`config.mk`:
```
export PLATFORM = sky130hd
export DESIGN_NAME = cph_core_ctrl
export DESIGN_NICKNAME = d
export VERILOG_FILES = /design/src/verilog/cph_pkg.sv /design/src/verilog/cph_timeout.sv /design/src/verilog/cph_core_ctrl.sv
export SDC_FILE = /design/constraint.sdc
export NUM_CORES = 1
export LEC_CHECK = 0
export ABC_AREA = 1
export BUFFER_PORTS_ARGS = -buffer_cell sky130_fd_sc_hd__buf_2
export CORE_MARGIN = 2
export CORE_UTILIZATION = 43
export CTS_CLUSTER_DIAMETER = 80
export DETAILED_ROUTE_END_ITERATION = 12
export GPL_TIMING_DRIVEN = 0
export HOLD_SLACK_MARGIN = 0.15
export PLACE_DENSITY = 0.65
export SETUP_SLACK_MARGIN = 0.2
export SLEW_MARGIN = 40
export SYNTH_ARGS = -nofsm -noshare
export SYNTH_HDL_FRONTEND = slang
export SYNTH_HIERARCHICAL = 1
export SYNTH_SLANG_ARGS = --single-unit
```
`constraint.sdc`:
```
create_clock -name clk -period 3.7 [get_ports clk]
set_clock_uncertainty 0.1 [all_clocks]
set_input_delay 0.74 -clock clk [delete_from_list [all_inputs] [get_ports clk]]
set_output_delay 0.74 -clock clk [all_outputs]
set_load 0.02 [all_outputs]
```
`src/verilog/cph_pkg.sv`:
```
// Constants and types for the core pause and forced debug halt control block.
// Assumes a CSR port carrying 12-bit addresses and 32-bit data on one core clock.
package cph_pkg;

	localparam logic [11:0] CPH_ADDR_PAUSE     = 12'h7c2;
	localparam logic [11:0] CPH_ADDR_THRESHOLD = 12'h7ce;
	localparam logic [11:0] CPH_ADDR_STATUS    = 12'h7cf;

	localparam int          CPH_THR_EN_BIT     = 0;
	localparam int          CPH_THR_EXP_LSB    = 1;
	localparam int          CPH_THR_EXP_W      = 5;
	localparam int          CPH_STS_FETCH_BIT  = 0;
	localparam int          CPH_STS_LSU_BIT    = 1;

	localparam logic [31:0] CPH_PAUSE_RST      = 32'h0;
	localparam logic        CPH_EN_RST         = 1'b0;
	localparam logic [4:0]  CPH_EXP_RST        = 5'h0;
	localparam logic [1:0]  CPH_STS_RST        = 2'h0;

	typedef enum logic [1:0] {
		CPH_RUN,
		CPH_WAIT_QUIESCE,
		CPH_DBG_HALTED
	} cph_dbg_state_t;

endpackage

```
`src/verilog/cph_timeout.sv`:
```
// Forced debug halt timeout counter and threshold compare.
// Assumes the control module supplies count/clear strobes on the same clock.
module cph_timeout
	import cph_pkg::*;
#(
	parameter int CNT_W = 32
)
(
	// Clock and reset
	input  wire logic                     clk,
	input  wire logic                     sys_rst,
	// Control
	input  wire logic                     count_en,
	input  wire logic                     clear,
	input  wire logic [CPH_THR_EXP_W-1:0] exponent,
	// Result
	output logic                          expired
);

	logic [CNT_W-1:0] count_r;
	logic [CNT_W:0]   limit;

	// The counter saturates so a very long wait cannot wrap back below the limit.
	always_ff @(posedge clk)
	begin
		if (sys_rst || clear)
			count_r <= '0;
		else if (count_en && count_r != '1)
			count_r <= count_r + CNT_W'(1);
	end

	assign limit   = {{CNT_W{1'b0}}, 1'b1} << exponent;
	assign expired = {1'b0, count_r} >= limit;

endmodule // cph_timeout

```
`src/verilog/cph_core_ctrl.sv`:
```
// Core pause counter and forced debug halt sequencing with their CSRs.
// Assumes CSR reads are combinationally addressed and captured one cycle later,
// and that the pipeline stalls while pause_active is high.
module cph_core_ctrl
	import cph_pkg::*;
(
	// Clock and reset
	input  wire logic        clk,
	input  wire logic        sys_rst,
	// CSR port
	input  wire logic        csr_wr,
	input  wire logic        csr_rd,
	input  wire logic [11:0] csr_addr,
	input  wire logic [31:0] csr_wdata,
	output logic [31:0]      csr_rdata,
	output logic             csr_hit,
	// Pipeline events
	input  wire logic        irq_pending,
	input  wire logic        wfi_exec,
	input  wire logic        pmu_halted,
	// Debug halt
	input  wire logic        dbg_halt_req,
	input  wire logic        dbg_resume,
	input  wire logic        lsu_pending,
	input  wire logic        fetch_pending,
	input  wire logic        core_quiesced,
	// Results
	output logic             pause_active,
	output logic             wfi_stall,
	output logic             lsu_abort,
	output logic             fetch_abort,
	output logic             debug_halted_state
);

	////////////////////////////////////////////////////////////////////////////

	function automatic logic csr_sel(input logic [11:0] a, input logic [11:0] b);
		return a == b;
	endfunction

	logic [31:0]    pause_r;
	logic           en_r;
	logic [4:0]     exp_r;
	logic [1:0]     sts_r;
	cph_dbg_state_t st_r;
	logic           expired;
	logic           to_clear;
	logic           to_count;
	logic           enter_halt;
	logic           force_halt;

	////////////////////////////////////////////////////////////////////////////
	// Pause counter. The stall shows one cycle after the count changes, which
	// is the skid the pipeline tolerates.

	always_ff @(posedge clk)
	begin
		if (sys_rst)
			pause_r <= CPH_PAUSE_RST;
		else if (csr_wr && csr_sel(csr_addr, CPH_ADDR_PAUSE))
			pause_r <= csr_wdata;
		else if (irq_pending)
			pause_r <= '0;
		else if (pmu_halted)
			pause_r <= pause_r;
		else if (pause_r != '0)
			pause_r <= pause_r - 32'h1;
	end

	// The pause is only a stall request; no power state is entered here.
	always_ff @(posedge clk)
	begin
		if (sys_rst)
			pause_active <= 1'b0;
		else
			pause_active <= pause_r != '0 && !irq_pending;
	end

	// Wait-for-interrupt never stalls.
	always_ff @(posedge clk)
	begin
		if (sys_rst)
			wfi_stall <= 1'b0;
		else
			wfi_stall <= wfi_exec & 1'b0;
	end

	////////////////////////////////////////////////////////////////////////////
	// Threshold register.

	always_ff @(posedge clk)
	begin
		if (sys_rst)
		begin
			en_r  <= CPH_EN_RST;
			exp_r <= CPH_EXP_RST;
		end
		else if (csr_wr && csr_sel(csr_addr, CPH_ADDR_THRESHOLD))
		begin
			en_r  <= csr_wdata[CPH_THR_EN_BIT];
			exp_r <= csr_wdata[CPH_THR_EXP_LSB +: CPH_THR_EXP_W];
		end
	end

	////////////////////////////////////////////////////////////////////////////
	// Debug halt sequencing.

	assign to_count   = st_r == CPH_WAIT_QUIESCE && en_r && (lsu_pending || fetch_pending);
	assign to_clear   = st_r == CPH_DBG_HALTED && dbg_resume;
	assign force_halt = to_count && expired;
	assign enter_halt = st_r == CPH_WAIT_QUIESCE
		&& ((!lsu_pending && !fetch_pending && core_quiesced) || force_halt);

	cph_timeout #(
		.CNT_W (32)
	) u_timeout (
		.clk      (clk),
		.sys_rst  (sys_rst),
		.count_en (to_count),
		.clear    (to_clear),
		.exponent (exp_r),
		.expired  (expired)
	);

	always_ff @(posedge clk)
	begin
		if (sys_rst)
			st_r <= CPH_RUN;
		else
		begin
			case (st_r)
				CPH_RUN:
					if (dbg_halt_req)
						st_r <= CPH_WAIT_QUIESCE;
				CPH_WAIT_QUIESCE:
					if (enter_halt)
						st_r <= CPH_DBG_HALTED;
				CPH_DBG_HALTED:
					if (dbg_resume)
						st_r <= CPH_RUN;
				default:
					st_r <= CPH_RUN;
			endcase
		end
	end

	// Abort strobes last one cycle, on the cycle the forced entry is taken.
	always_ff @(posedge clk)
	begin
		if (sys_rst)
		begin
			lsu_abort   <= 1'b0;
			fetch_abort <= 1'b0;
		end
		else
		begin
			lsu_abort   <= force_halt && lsu_pending;
			fetch_abort <= force_halt && fetch_pending;
		end
	end

	always_ff @(posedge clk)
	begin
		if (sys_rst)
			debug_halted_state <= 1'b0;
		else
			debug_halted_state <= (st_r == CPH_DBG_HALTED && !dbg_resume) || enter_halt;
	end

	// Halt entry overrides a same-cycle debugger write so the latched result is kept.
	always_ff @(posedge clk)
	begin
		if (sys_rst)
			sts_r <= CPH_STS_RST;
		else if (enter_halt)
		begin
			sts_r[CPH_STS_LSU_BIT]   <= force_halt && lsu_pending;
			sts_r[CPH_STS_FETCH_BIT] <= force_halt && fetch_pending;
		end
		else if (csr_wr && csr_sel(csr_addr, CPH_ADDR_STATUS))
			sts_r <= csr_wdata[1:0];
	end

	////////////////////////////////////////////////////////////////////////////
	// Read path.

	always_ff @(posedge clk)
	begin
		if (sys_rst)
		begin
			csr_rdata <= 32'h0;
			csr_hit   <= 1'b0;
		end
		else
		begin
			csr_rdata <= 32'h0;
			csr_hit   <= 1'b0;
			if (csr_rd || csr_wr)
			begin
				if (csr_sel(csr_addr, CPH_ADDR_PAUSE))
				begin
					csr_rdata <= 32'h0;
					csr_hit   <= 1'b1;
				end
				else if (csr_sel(csr_addr, CPH_ADDR_THRESHOLD))
				begin
					csr_rdata <= {26'h0, exp_r, en_r};
					csr_hit   <= 1'b1;
				end
				else if (csr_sel(csr_addr, CPH_ADDR_STATUS))
				begin
					csr_rdata <= {30'h0, sts_r};
					csr_hit   <= 1'b1;
				end
			end
		end
	end

endmodule // cph_core_ctrl

```
==> results of run 1 <==
-- state kept, by name (all words and copies together), names as in the netlist, 2 cells and up --
| name | cells |
|---|---|
| u_timeout/count_r | 32 |
| csr_rdata | 6 |
| pause_r | 32 |
| st_r | 2 |
| sts_r | 2 |
| exp_r | 5 |
-- cell families (layout without fill, tap and decap cells) --
kind of cell / after synthesis / in the layout / share of synthesized area, %
buffers and inverters: 164 / 246 / 11.8
AOI/OAI and AO/OA: 87 / 87 / 7.17
other: 1 / 27 / 0.0537
adders and majority gates: 34 / 34 / 6.10
xor gates and xnor gates: 21 / 21 / 2.64
and+or+nand+nor: 780 / 780 / 47.9
DFF: 85 / 85 / 24.4
-- power by group --
group | internal [mW] | leakage, nW | switching [mW]
combinational | 0.171 | 2.90 | 0.315
clock | 0.534 | 0.148 | 0.421
sequential | 0.945 | 0.692 | 0.0302
total | 1.65 | 3.74 | 0.767
-- layout make-up --
class                           instances  share of cell area, %
Buffer                                 59                   5.40
Sequential cell                        85                   21.2
Clock buffer                            9                   2.80
Clock inverter                          7                   1.04
Inverter                              105                   4.93
Multi-Input combinational cell        949                   57.1
Timing Repair Buffer                   66                   4.14
Tap cell                              216                   3.36
-- metrics by stage --
stage	total power, mW	std cells
final	2.42	1496
after floorplan	1.35	1198
after global placement	1.47	1479
after CTS	2.43	1495
after global routing	2.54	1496
after detailed placement	1.47	1479
-- cells in the mapped netlist (2+ instances only) --
cell / count / share of area [%]
buf_6: 7 / 1.1
nor2_1: 236 / 13
xor2_1: 14 / 1.8
nand2_2: 13 / 1.2
clkbuf_1: 13 / 0.70
nand2_4: 3 / 0.48
o22ai_1: 2 / 0.18
o21ai_0: 31 / 2.2
a21oi_2: 14 / 1.8
buf_4: 31 / 3.3
a21oi_1: 35 / 2.5
nand3_1: 73 / 5.2
clkinv_1: 2 / 0.11
nand2_1: 378 / 20
inv_1: 102 / 5.5
nand3_2: 2 / 0.29
ha_1: 34 / 6.1
buf_2: 5 / 0.36
nand3b_1: 6 / 0.65
nor3_1: 11 / 0.79
nor2_4: 7 / 1.1
nor2_2: 8 / 0.72
nand4_1: 37 / 3.3
dfxtp_1: 85 / 24
xnor2_1: 7 / 0.88
-- worst max path at each step --
| stage | startpoint | endpoint | slack [ns] |
|---|---|---|---|
| 2_1_floorplan | exp_r[4]$_SDFFE_PP0P_ | sts_r[0]$_SDFFE_PP0P_ | 0.95 |
| 3_3_place_gp | exp_r[4]$_SDFFE_PP0P_ | sts_r[0]$_SDFFE_PP0P_ | 0.38 |
| 3_5_place_dp | exp_r[4]$_SDFFE_PP0P_ | sts_r[1]$_SDFFE_PP0P_ | 0.29 |
| 4_1_cts | exp_r[4]$_SDFFE_PP0P_ | sts_r[1]$_SDFFE_PP0P_ | 0.25 |
| 5_1_grt | exp_r[1]$_SDFFE_PP0P_ | sts_r[1]$_SDFFE_PP0P_ | 0.23 |
| 6_report | exp_r[1]$_SDFFE_PP0P_ | sts_r[1]$_SDFFE_PP0P_ | 0.57 |
-- worst max-delay path, delay by kind of cell (launching register included) --
| family | cells | cell delay, ns |
|---|---|---|
| AO/OA/AOI/OAI | 2 | 0.28 |
| adder cells (fa/ha/maj) | 1 | 0.31 |
| buffers and inverters | 2 | 0.28 |
| flip-flops | 1 | 0.44 |
| AND/OR/NAND/NOR | 16 | 1.61 |
-- cell usage in the layout, fill, tap and decap left out, types with 13 or more instances in the layout --
| master | Yosys | routed |
|---|---|---|
| a21oi_1 | 35 | 35 |
| a21oi_2 | 14 | 14 |
| buf_2 | 5 | 70 |
| buf_4 | 31 | 32 |
| conb_1 | 1 | 27 |
| dfxtp_1 | 85 | 83 |
| ha_1 | 34 | 34 |
| inv_1 | 102 | 101 |
| nand2_1 | 378 | 378 |
| nand2_2 | 13 | 13 |
| nand3_1 | 73 | 73 |
| nand4_1 | 37 | 37 |
| nor2_1 | 236 | 233 |
| o21ai_0 | 31 | 30 |
| xor2_1 | 14 | 14 |
-- layer usage --
metal	wire length, um	part of all wire [%]	vias up
met5	0	0	-
met4	263	1.4	0
met3	844	4.4	18
met2	8950	46	160
met1	9240	48	3195
li1	-	-	3871
-- timing repair --
action,in CTS,in global routing
resized for setup,0,29
setup endpoints to repair,0,2
setup buffers,0,1
==> run_results.csv, run 1 <==
group,metric,value,unit
critical_path,crit_path_start_kind,"flop",
layout,nets,1365,
grt,grt_use_total,22.8,%
clock_tree,cts_buffers,9,
logic_synthesis,synthesis.area,6980,sq um
place,place.gp.congestion,0.916,
sta,worst_hold_slack,0.368,ns
layout,seqCellArea,1700,sq um
clock_tree,worstSkewPairLatency,0.36,ns
critical_path,worst-r2r-cell-count,21,
sta,min_period,3.13,ns
power,vdd_ir_drop_max,0.215,mV
grt,grt_use_met2,38.6,%
floorplanning,dieArea,17300,sq um
sta,finalHoldViolations,0,
routing,wl_per_cell,12.9,um
critical_path,worstSetupEndpointType,"flop",
power,p_per_area,300,nW/um^2
critical_path,crit_required,3.85,ns
power,p_leak,3.74,nW
sta,rsz0062_at_grt,"no",
layout,antenna_cells,0,
place,dp_hpwl,15200,um
routing,num_vias,7244,
logic_synthesis,synth_cell_types,41,
clock_tree,cts_tree,"yes",
layout,multi_input_area,4600,sq um
logic_synthesis,synth_edf_count,0,
worst_hold_path,whs_path_depth,2,
routing,totalWireLength,19300,um
routing,antenna_left,0,
sta,tns,0,ns
routing,drt_iter0_markers,424,
critical_path,worstReg2RegStart,"exp_r[1]$_SDFFE_PP0P_",
logic_synthesis,yosys_most_used_dff,"dfxtp_1",
clock_tree,cts_root_buf,"clkbuf_16",
routing,drc,0,
sta,slew-limit-headroom,46.1,%
floorplanning,dieWidth,131,um
critical_path,path_max_fanout,5,
place,portBuffers,65,
clock_tree,clkTransAtPathRegs,0.07,ns
flow_run,cap_violations,0,
critical_path,reg2reg_setup_slack,0.57,ns
logic_synthesis,postSynth.asyncResetShare,0,%
critical_path,cp_cell_sequence,"inv_1 > nor3_4 > nand3_1 > ha_1 > nand2_1 > nor2_1 > nand2_1 > inv_1 > nand2_1 > nor2_1 > nand2_1 > nand2_1 > nor2_1 > nand3_1 > nand4_1 > nand2_1 > nand2_1 > o21ai_2 > nand2_1 > a21oi_1 > nor2_1",
sta,finalWorstSetupSlack,0.566,ns
floorplanning,io_pins,94,
sta,timing.final.crit_share,84.7,%
clock_tree,ctsHoldBuffers,0,
grt,antenna_found_initial,0,
sta,tightest_slew,0.806,ns
status,status,"complete, no violations",
critical_path,r2r-end,"sts_r[1]$_SDFFE_PP0P_",
routing,viasPerCell,4.84,
floorplanning,initial_utilization,43.9,%
logic_synthesis,avgSynthCellArea,5.95,sq um
logic_synthesis,ys_seq_elements,85,
critical_path,crit_type,"reg2reg",
floorplanning,row_count,46,
grt,use_met1,30.0,%
logic_synthesis,yosysWarnings,6,
logic_synthesis,syn_inst,1172,
layout,syn_to_final_growth,15.3,%
sta,setup_viol,0,
critical_path,slowest_delay,0.44,ns
worst_hold_path,worstHoldPathType,"reg2reg",
floorplanning,die_y,131,um
worst_hold_path,holdPathEnd,"csr_rdata[4]$_SDFF_PP0_",
floorplanning,core,15900,sq um
layout,num-fill-cells,1730,
grt,use_met3,4.44,%
routing,firstDrtPassIters,5,
layout,post-route-util,50.6,%
place,placedInstanceArea,7670,sq um
clock_tree,ctsHtreeMaxLevel,3,
grt,busiest_layer,"met2",
clock_tree,clockBufferDepth,2,
place,dpl_worst_slack,0.286,ns
grt,grt_pass1_vias,6606,
critical_path,arrival,3.28,ns
layout,final_layout_size_suffix_gt1_share,15.2,%
grt,grt-ovfl-total,0,
worst_hold_path,worstHoldStart,"exp_r[3]$_SDFFE_PP0P_",
grt,grt_max_degree,17,
clock_tree,cts_sinks,85,
layout,fin_area,8040,sq um
logic_synthesis,yosysSeqAreaShare,24.4,%
critical_path,cp_common_cell,"nand2_1",
critical_path,cpMaxStageDelayCell,"dfxtp_1",
sta,fmax,319,MHz
grt,grt_pass1_wl,32300,um
sta,slew_violations,0,
(Power assumes the default switching activity.)
==> run 2, diff against run 1 <==
- PLACE_DENSITY: 0.65 -> 0.68
- clock period: 3.7 -> 2.8 ns (I/O delays scaled with it)
==> run_results.csv, run 2 (synthesis results as in run 1) <==
group,metric,value,unit
sta,fmax,361,MHz
clock_tree,cts_sinks,85,
power,p_leak,3.88,nW
clock_tree,cts_root_buf,"clkbuf_16",
critical_path,path_max_fanout,8,
clock_tree,cts_buffers,9,
layout,final_cell_mix,"nand2_1 (364), nor2_1 (226), inv_1 (94), dfxtp_1 (81), buf_2 (71)",
layout,multi_input_area,4740,sq um
routing,antenna_left,0,
sta,slew_violations,0,
power,vdd_ir_drop_max,0.302,mV
worst_hold_path,whs_path_depth,2,
floorplanning,initial_utilization,43.9,%
floorplanning,row_count,46,
sta,setup_viol,0,
critical_path,arrival,2.92,ns
sta,timing.final.crit_share,98.8,%
floorplanning,dieArea,17300,sq um
power,p_per_area,370,nW/um^2
sta,tightest_slew,0.830,ns
sta,worst_hold_slack,0.357,ns
floorplanning,io_pins,94,
routing,totalWireLength,19700,um
critical_path,cpMaxStageDelayCell,"dfxtp_4",
layout,final_layout_size_suffix_gt1_share,19.6,%
grt,antenna_found_initial,0,
critical_path,cp_cell_sequence,"inv_4 > nor2_4 > nand4_1 > ha_1 > nand2_1 > nor2_4 > nand2_2 > inv_2 > nand2_2 > nor2_2 > buf_4 > nand2_2 > nand3_2 > nand4_1 > nand2_2 > nand2_4 > o21ai_4 > nand2_2 > a21oi_2 > nor2_1",
sta,finalHoldViolations,0,
sta,slew-limit-headroom,44.4,%
status,status,"complete, no violations",
routing,met1_length,9350,um
clock_tree,cts_tree,"yes",
routing,drc,0,
routing,route.met2.wl,8910,um
floorplanning,core,15900,sq um
critical_path,slowest_delay,0.39,ns
layout,final_common_cell,"nand2_1",
worst_hold_path,worstHoldPathType,"in2reg",
grt,grt_max_degree,17,
routing,firstDrtPassIters,7,
layout,seqCellArea,1710,sq um
place,dp_hpwl,15100,um
sta,min_period,2.77,ns
clock_tree,clkTransAtPathRegs,0.07,ns
layout,post-route-util,52.9,%
grt,grt_use_total,22.8,%
layout,syn_to_final_growth,20.4,%
critical_path,worst-r2r-cell-count,20,
routing,routed.top_layer,"met4",
layout,antenna_cells,0,
sta,rsz0062_at_grt,"yes",
place,place.gp.congestion,0.947,
routing,viasPerCell,4.86,
routing,met3WireLength,880,um
critical_path,cp_common_cell,"nand2_2",
grt,grt_pass1_vias,6622,
layout,final_cell_count_no_fill,1514,
floorplanning,dieWidth,131,um
layout,nets,1383,
critical_path,crit_path_start_kind,"flop",
critical_path,crit_type,"reg2reg",
routing,drt_iter0_markers,471,
flow_run,cap_violations,0,
routing,num_vias,7361,
routing,wl_per_cell,13.0,um
floorplanning,die_y,131,um
critical_path,worstSetupEndpointType,"flop",
critical_path,crit_required,2.95,ns
layout,reg.largest.list,"pause_r x32, u_timeout/count_r x32, csr_rdata x6",
grt,grt_pass1_wl,32200,um
clock_tree,ctsHtreeMaxLevel,3,
clock_tree,clockBufferDepth,2,
place,post-place-cells,1479,
place,portBuffers,65,
layout,num-fill-cells,1694,
clock_tree,worstSkewPairLatency,0.36,ns
grt,grt-ovfl-total,0,
[run 2: changes by cell type in the layout (fill, tap and decap cells not counted), sizes merged]
cell / delta
bufinv: -1
buf: +19
clkinvlp: -1
clkinv: +1
inv: +1
clkbuf: -1
[run 2: final cells by class]
class,instances,share of cell area (%)
clock buffers,9,2.68
multi-input cells,949,56.5
well taps,216,3.22
repair buffers,84,5.58
flip-flops and latches,85,20.4
inverters,105,5.05
plain buffers,59,5.91
clock inverters,7,0.685
[run 2: repair_timing]
item / in CTS / in global routing
pin swaps: 27 / 25
hold buffers: 0 / 0
resized for setup: 61 / 32
endpoints found under the setup margin: 7 / 7
buffers inserted: 14 / 3
gates cloned: 2 / 0
[run 2: worst paths after layout]
check                                           start                             to  slack (ns)
worst min-delay path                          sys_rst  debug_halted_state$_SDFF_PP0_        0.36
worst min register to register  exp_r[4]$_SDFFE_PP0P_        csr_rdata[5]$_SDFF_PP0_        0.40
worst max register to register  exp_r[1]$_SDFFE_PP0P_          sts_r[1]$_SDFFE_PP0P_        0.03
worst max-delay path            exp_r[1]$_SDFFE_PP0P_          sts_r[1]$_SDFFE_PP0P_        0.03
[run 2: per-layer routing]
layer,vias up,global-route usage [%]
met2,170,37.5
met3,38,3.90
met1,3242,30.1
met4,0,8.03
li1,3911,-
met5,-,0
[run 2: report_power, final]
part / internal (mW) / total [mW] / switching, mW
clock network: 0.614 / 1.18 / 0.563
logic: 0.229 / 0.648 / 0.419
registers: 1.25 / 1.28 / 0.0389
total: 2.09 / 3.11 / 1.02
[run 2: critical path, delay by kind of cell (launching register included)]
kind	cells	cell delay, ns
buffers and inverters	3	0.26
flip-flops	1	0.39
AND/OR/NAND/NOR	14	1.40
adder cells (fa/ha/maj)	1	0.32
AO/OA/AOI/OAI	2	0.20
[run 2: metrics by stage]
step / worst slack, ns / area [sq um] / total power [mW] / setup TNS [ns]
5_1_grt: -0.157 / 8400 / 3.28 / -0.518
3_3_place_gp: -0.371 / 7690 / 1.94 / -0.803
3_5_place_dp: -0.366 / 7690 / 1.94 / -0.778
4_1_cts: 0.0714 / 8280 / 3.12 / 0
6_report: 0.0331 / 8400 / 3.11 / 0
2_1_floorplan: 0.206 / 7100 / 1.78 / 0
==> run 3, diff against run 2 <==
- PLACE_DENSITY: 0.68 -> 0.65
- clock period: 2.8 -> 3 ns (I/O delays scaled with it)
==> run_results.csv, run 3 (synthesis results as in run 1) <==
group,metric,value,unit
power,p_sw,0.951,mW
clock_tree,cts_tree,"yes",
power,vdd_ir_drop_max,0.266,mV
routing,viasPerCell,4.83,
clock_tree,clkTransAtPathRegs,0.07,ns
floorplanning,die_y,131,um
power,intPower,2.04,mW
critical_path,worstSetupEndpointType,"flop",
layout,final_cell_mix,"nand2_1 (373), nor2_1 (227), inv_1 (95), dfxtp_1 (81), buf_2 (70)",
floorplanning,row_count,46,
layout,antenna_cells,0,
routing,drt_iter0_markers,409,
power,seq_power_share,40.2,%
power,p_per_area,355,nW/um^2
floorplanning,core,15900,sq um
sta,min_period,2.87,ns
sta,slew_violations,0,
grt,grt-ovfl-total,0,
sta,slew-limit-headroom,46.9,%
routing,drc,0,
critical_path,crit_type,"reg2reg",
sta,tightest_slew,0.797,ns
grt,grt_pass1_vias,6685,
routing,antenna_left,0,
clock_tree,ctsHtreeMaxLevel,3,
sta,rsz0062_at_grt,"yes",
grt,grt_max_degree,17,
clock_tree,worstSkewPairLatency,0.36,ns
sta,timing.final.crit_share,95.6,%
critical_path,path_max_fanout,8,
worst_hold_path,worstHoldPathType,"reg2reg",
clock_tree,clockBufferDepth,2,
floorplanning,dieArea,17300,sq um
flow_run,cap_violations,0,
place,portBuffers,65,
routing,totalWireLength,19900,um
place,place.gp.congestion,0.916,
place,placedInstanceArea,7670,sq um
grt,grt_pass1_wl,32600,um
critical_path,crit_required,3.15,ns
status,status,"complete, no violations",
layout,syn_to_final_growth,20.5,%
grt,grt_use_total,23.0,%
layout,final_cell_count_no_fill,1518,
layout,fin_area,8410,sq um
sta,fmax,349,MHz
place,dp_hpwl,15200,um
critical_path,crit_path_start_kind,"flop",
critical_path,arrival,3.02,ns
sta,worst_hold_slack,0.380,ns
place,post-place-cells,1479,
routing,firstDrtPassIters,5,
power,p_clk_share,39.5,%
floorplanning,dieWidth,131,um
floorplanning,initial_utilization,43.9,%
layout,nets,1387,
sta,setup_viol,0,
routing,num_vias,7339,
floorplanning,io_pins,94,
grt,antenna_found_initial,0,
critical_path,reg2reg_setup_slack,0.13,ns
power,comb_power_share,20.3,%
clock_tree,cts_buffers,9,
routing,wl_per_cell,13.1,um
layout,final_common_cell,"nand2_1",
power,fin_total_pwr,2.99,mW
clock_tree,ctsHoldBuffers,0,
clock_tree,cts_root_buf,"clkbuf_16",
power,p_sw_share,31.8,%
layout,final_layout_size_suffix_gt1_share,19.0,%
layout,reg.largest.list,"pause_r x32, u_timeout/count_r x32, csr_rdata x6",
power,p_leak,3.89,nW
clock_tree,cts_sinks,85,
sta,finalHoldViolations,0,
==> run 3: cell count changes in the layout (fill, tap and decap cells not counted), sizes merged <==
cell      previous run  this run
buf                130       135
bufinv               0         1
clkbuf              22        21
clkinv               6         5
clkinvlp             0         1
inv                106       105
==> run 3: final cells by class <==
type | instances | area [sq um]
Sequential cell | 85 | 1710
Tap cell | 216 | 270
Buffer | 59 | 484
Timing Repair Buffer | 88 | 514
Fill cell | 1675 | 7470
Clock inverter | 7 | 83.8
Multi-Input combinational cell | 949 | 4710
Clock buffer | 9 | 225
Inverter | 105 | 404
==> run 3: power groups by stage <==
stage,Combinational [mW],Sequential [mW],Clock (mW)
5_1_grt,0.685,1.20,1.25
2_1_floorplan,0.448,1.22,0
4_1_cts,0.597,1.20,1.21
3_5_place_dp,0.589,1.23,0
3_3_place_gp,0.586,1.23,0
6_report,0.606,1.20,1.18
==> run 3: metrics by stage <==
stage / setup slack, ns / utilization (%) / setup TNS [ns]
finish: 0.133 / 52.9 / 0
global route: -0.0553 / 52.9 / -0.0782
CTS: 0.214 / 51.4 / 0
detailed placement: -0.414 / 48.3 / -0.864
global placement: -0.323 / 48.3 / -0.633
floorplan: 0.248 / - / 0
==> run 3: layer usage <==
| layer | vias to the layer above | part of all wire, % | GRT usage (%) |
|---|---|---|---|
| met2 | 144 | 47 | 39.2 |
| met5 | - | 0 | 0 |
| met1 | 3265 | 48 | 30.0 |
| li1 | 3907 | - | - |
| met3 | 23 | 3.9 | 4.51 |
| met4 | 0 | 1.4 | 5.74 |
==> run 3: worst paths after layout <==
check,startpoint,endpoint,cells past startpoint
max,exp_r[0]$_SDFFE_PP0P_,sts_r[1]$_SDFFE_PP0P_,18
max reg2reg,exp_r[0]$_SDFFE_PP0P_,sts_r[1]$_SDFFE_PP0P_,18
min reg2reg,exp_r[3]$_SDFFE_PP0P_,csr_rdata[4]$_SDFF_PP0_,2
min,exp_r[3]$_SDFFE_PP0P_,csr_rdata[4]$_SDFF_PP0_,2
==> run 3: worst max-delay path, cell delays in order, from the launching register on <==
cell and delay (ns):
dfxtp_4 0.37, buf_12 0.13, nor2_4 0.21, buf_4 0.16, nand4_1 0.07, ha_1 0.31
nand2_1 0.06, nor2_2 0.17, nand3_1 0.14, nor2_2 0.13, nand3_1 0.10, nand3_2 0.09
nand4_1 0.13, nand2_1 0.13, nand2_2 0.10, o21ai_4 0.09, nand2_2 0.09, a21oi_2 0.13
nor2_1 0.05
==> run 3: what timing repair did <==
action | CTS | global route
setup endpoints to repair | 7 | 6
resized for setup | 46 | 33
pin swaps | 6 | 24
setup buffers | 9 | 14
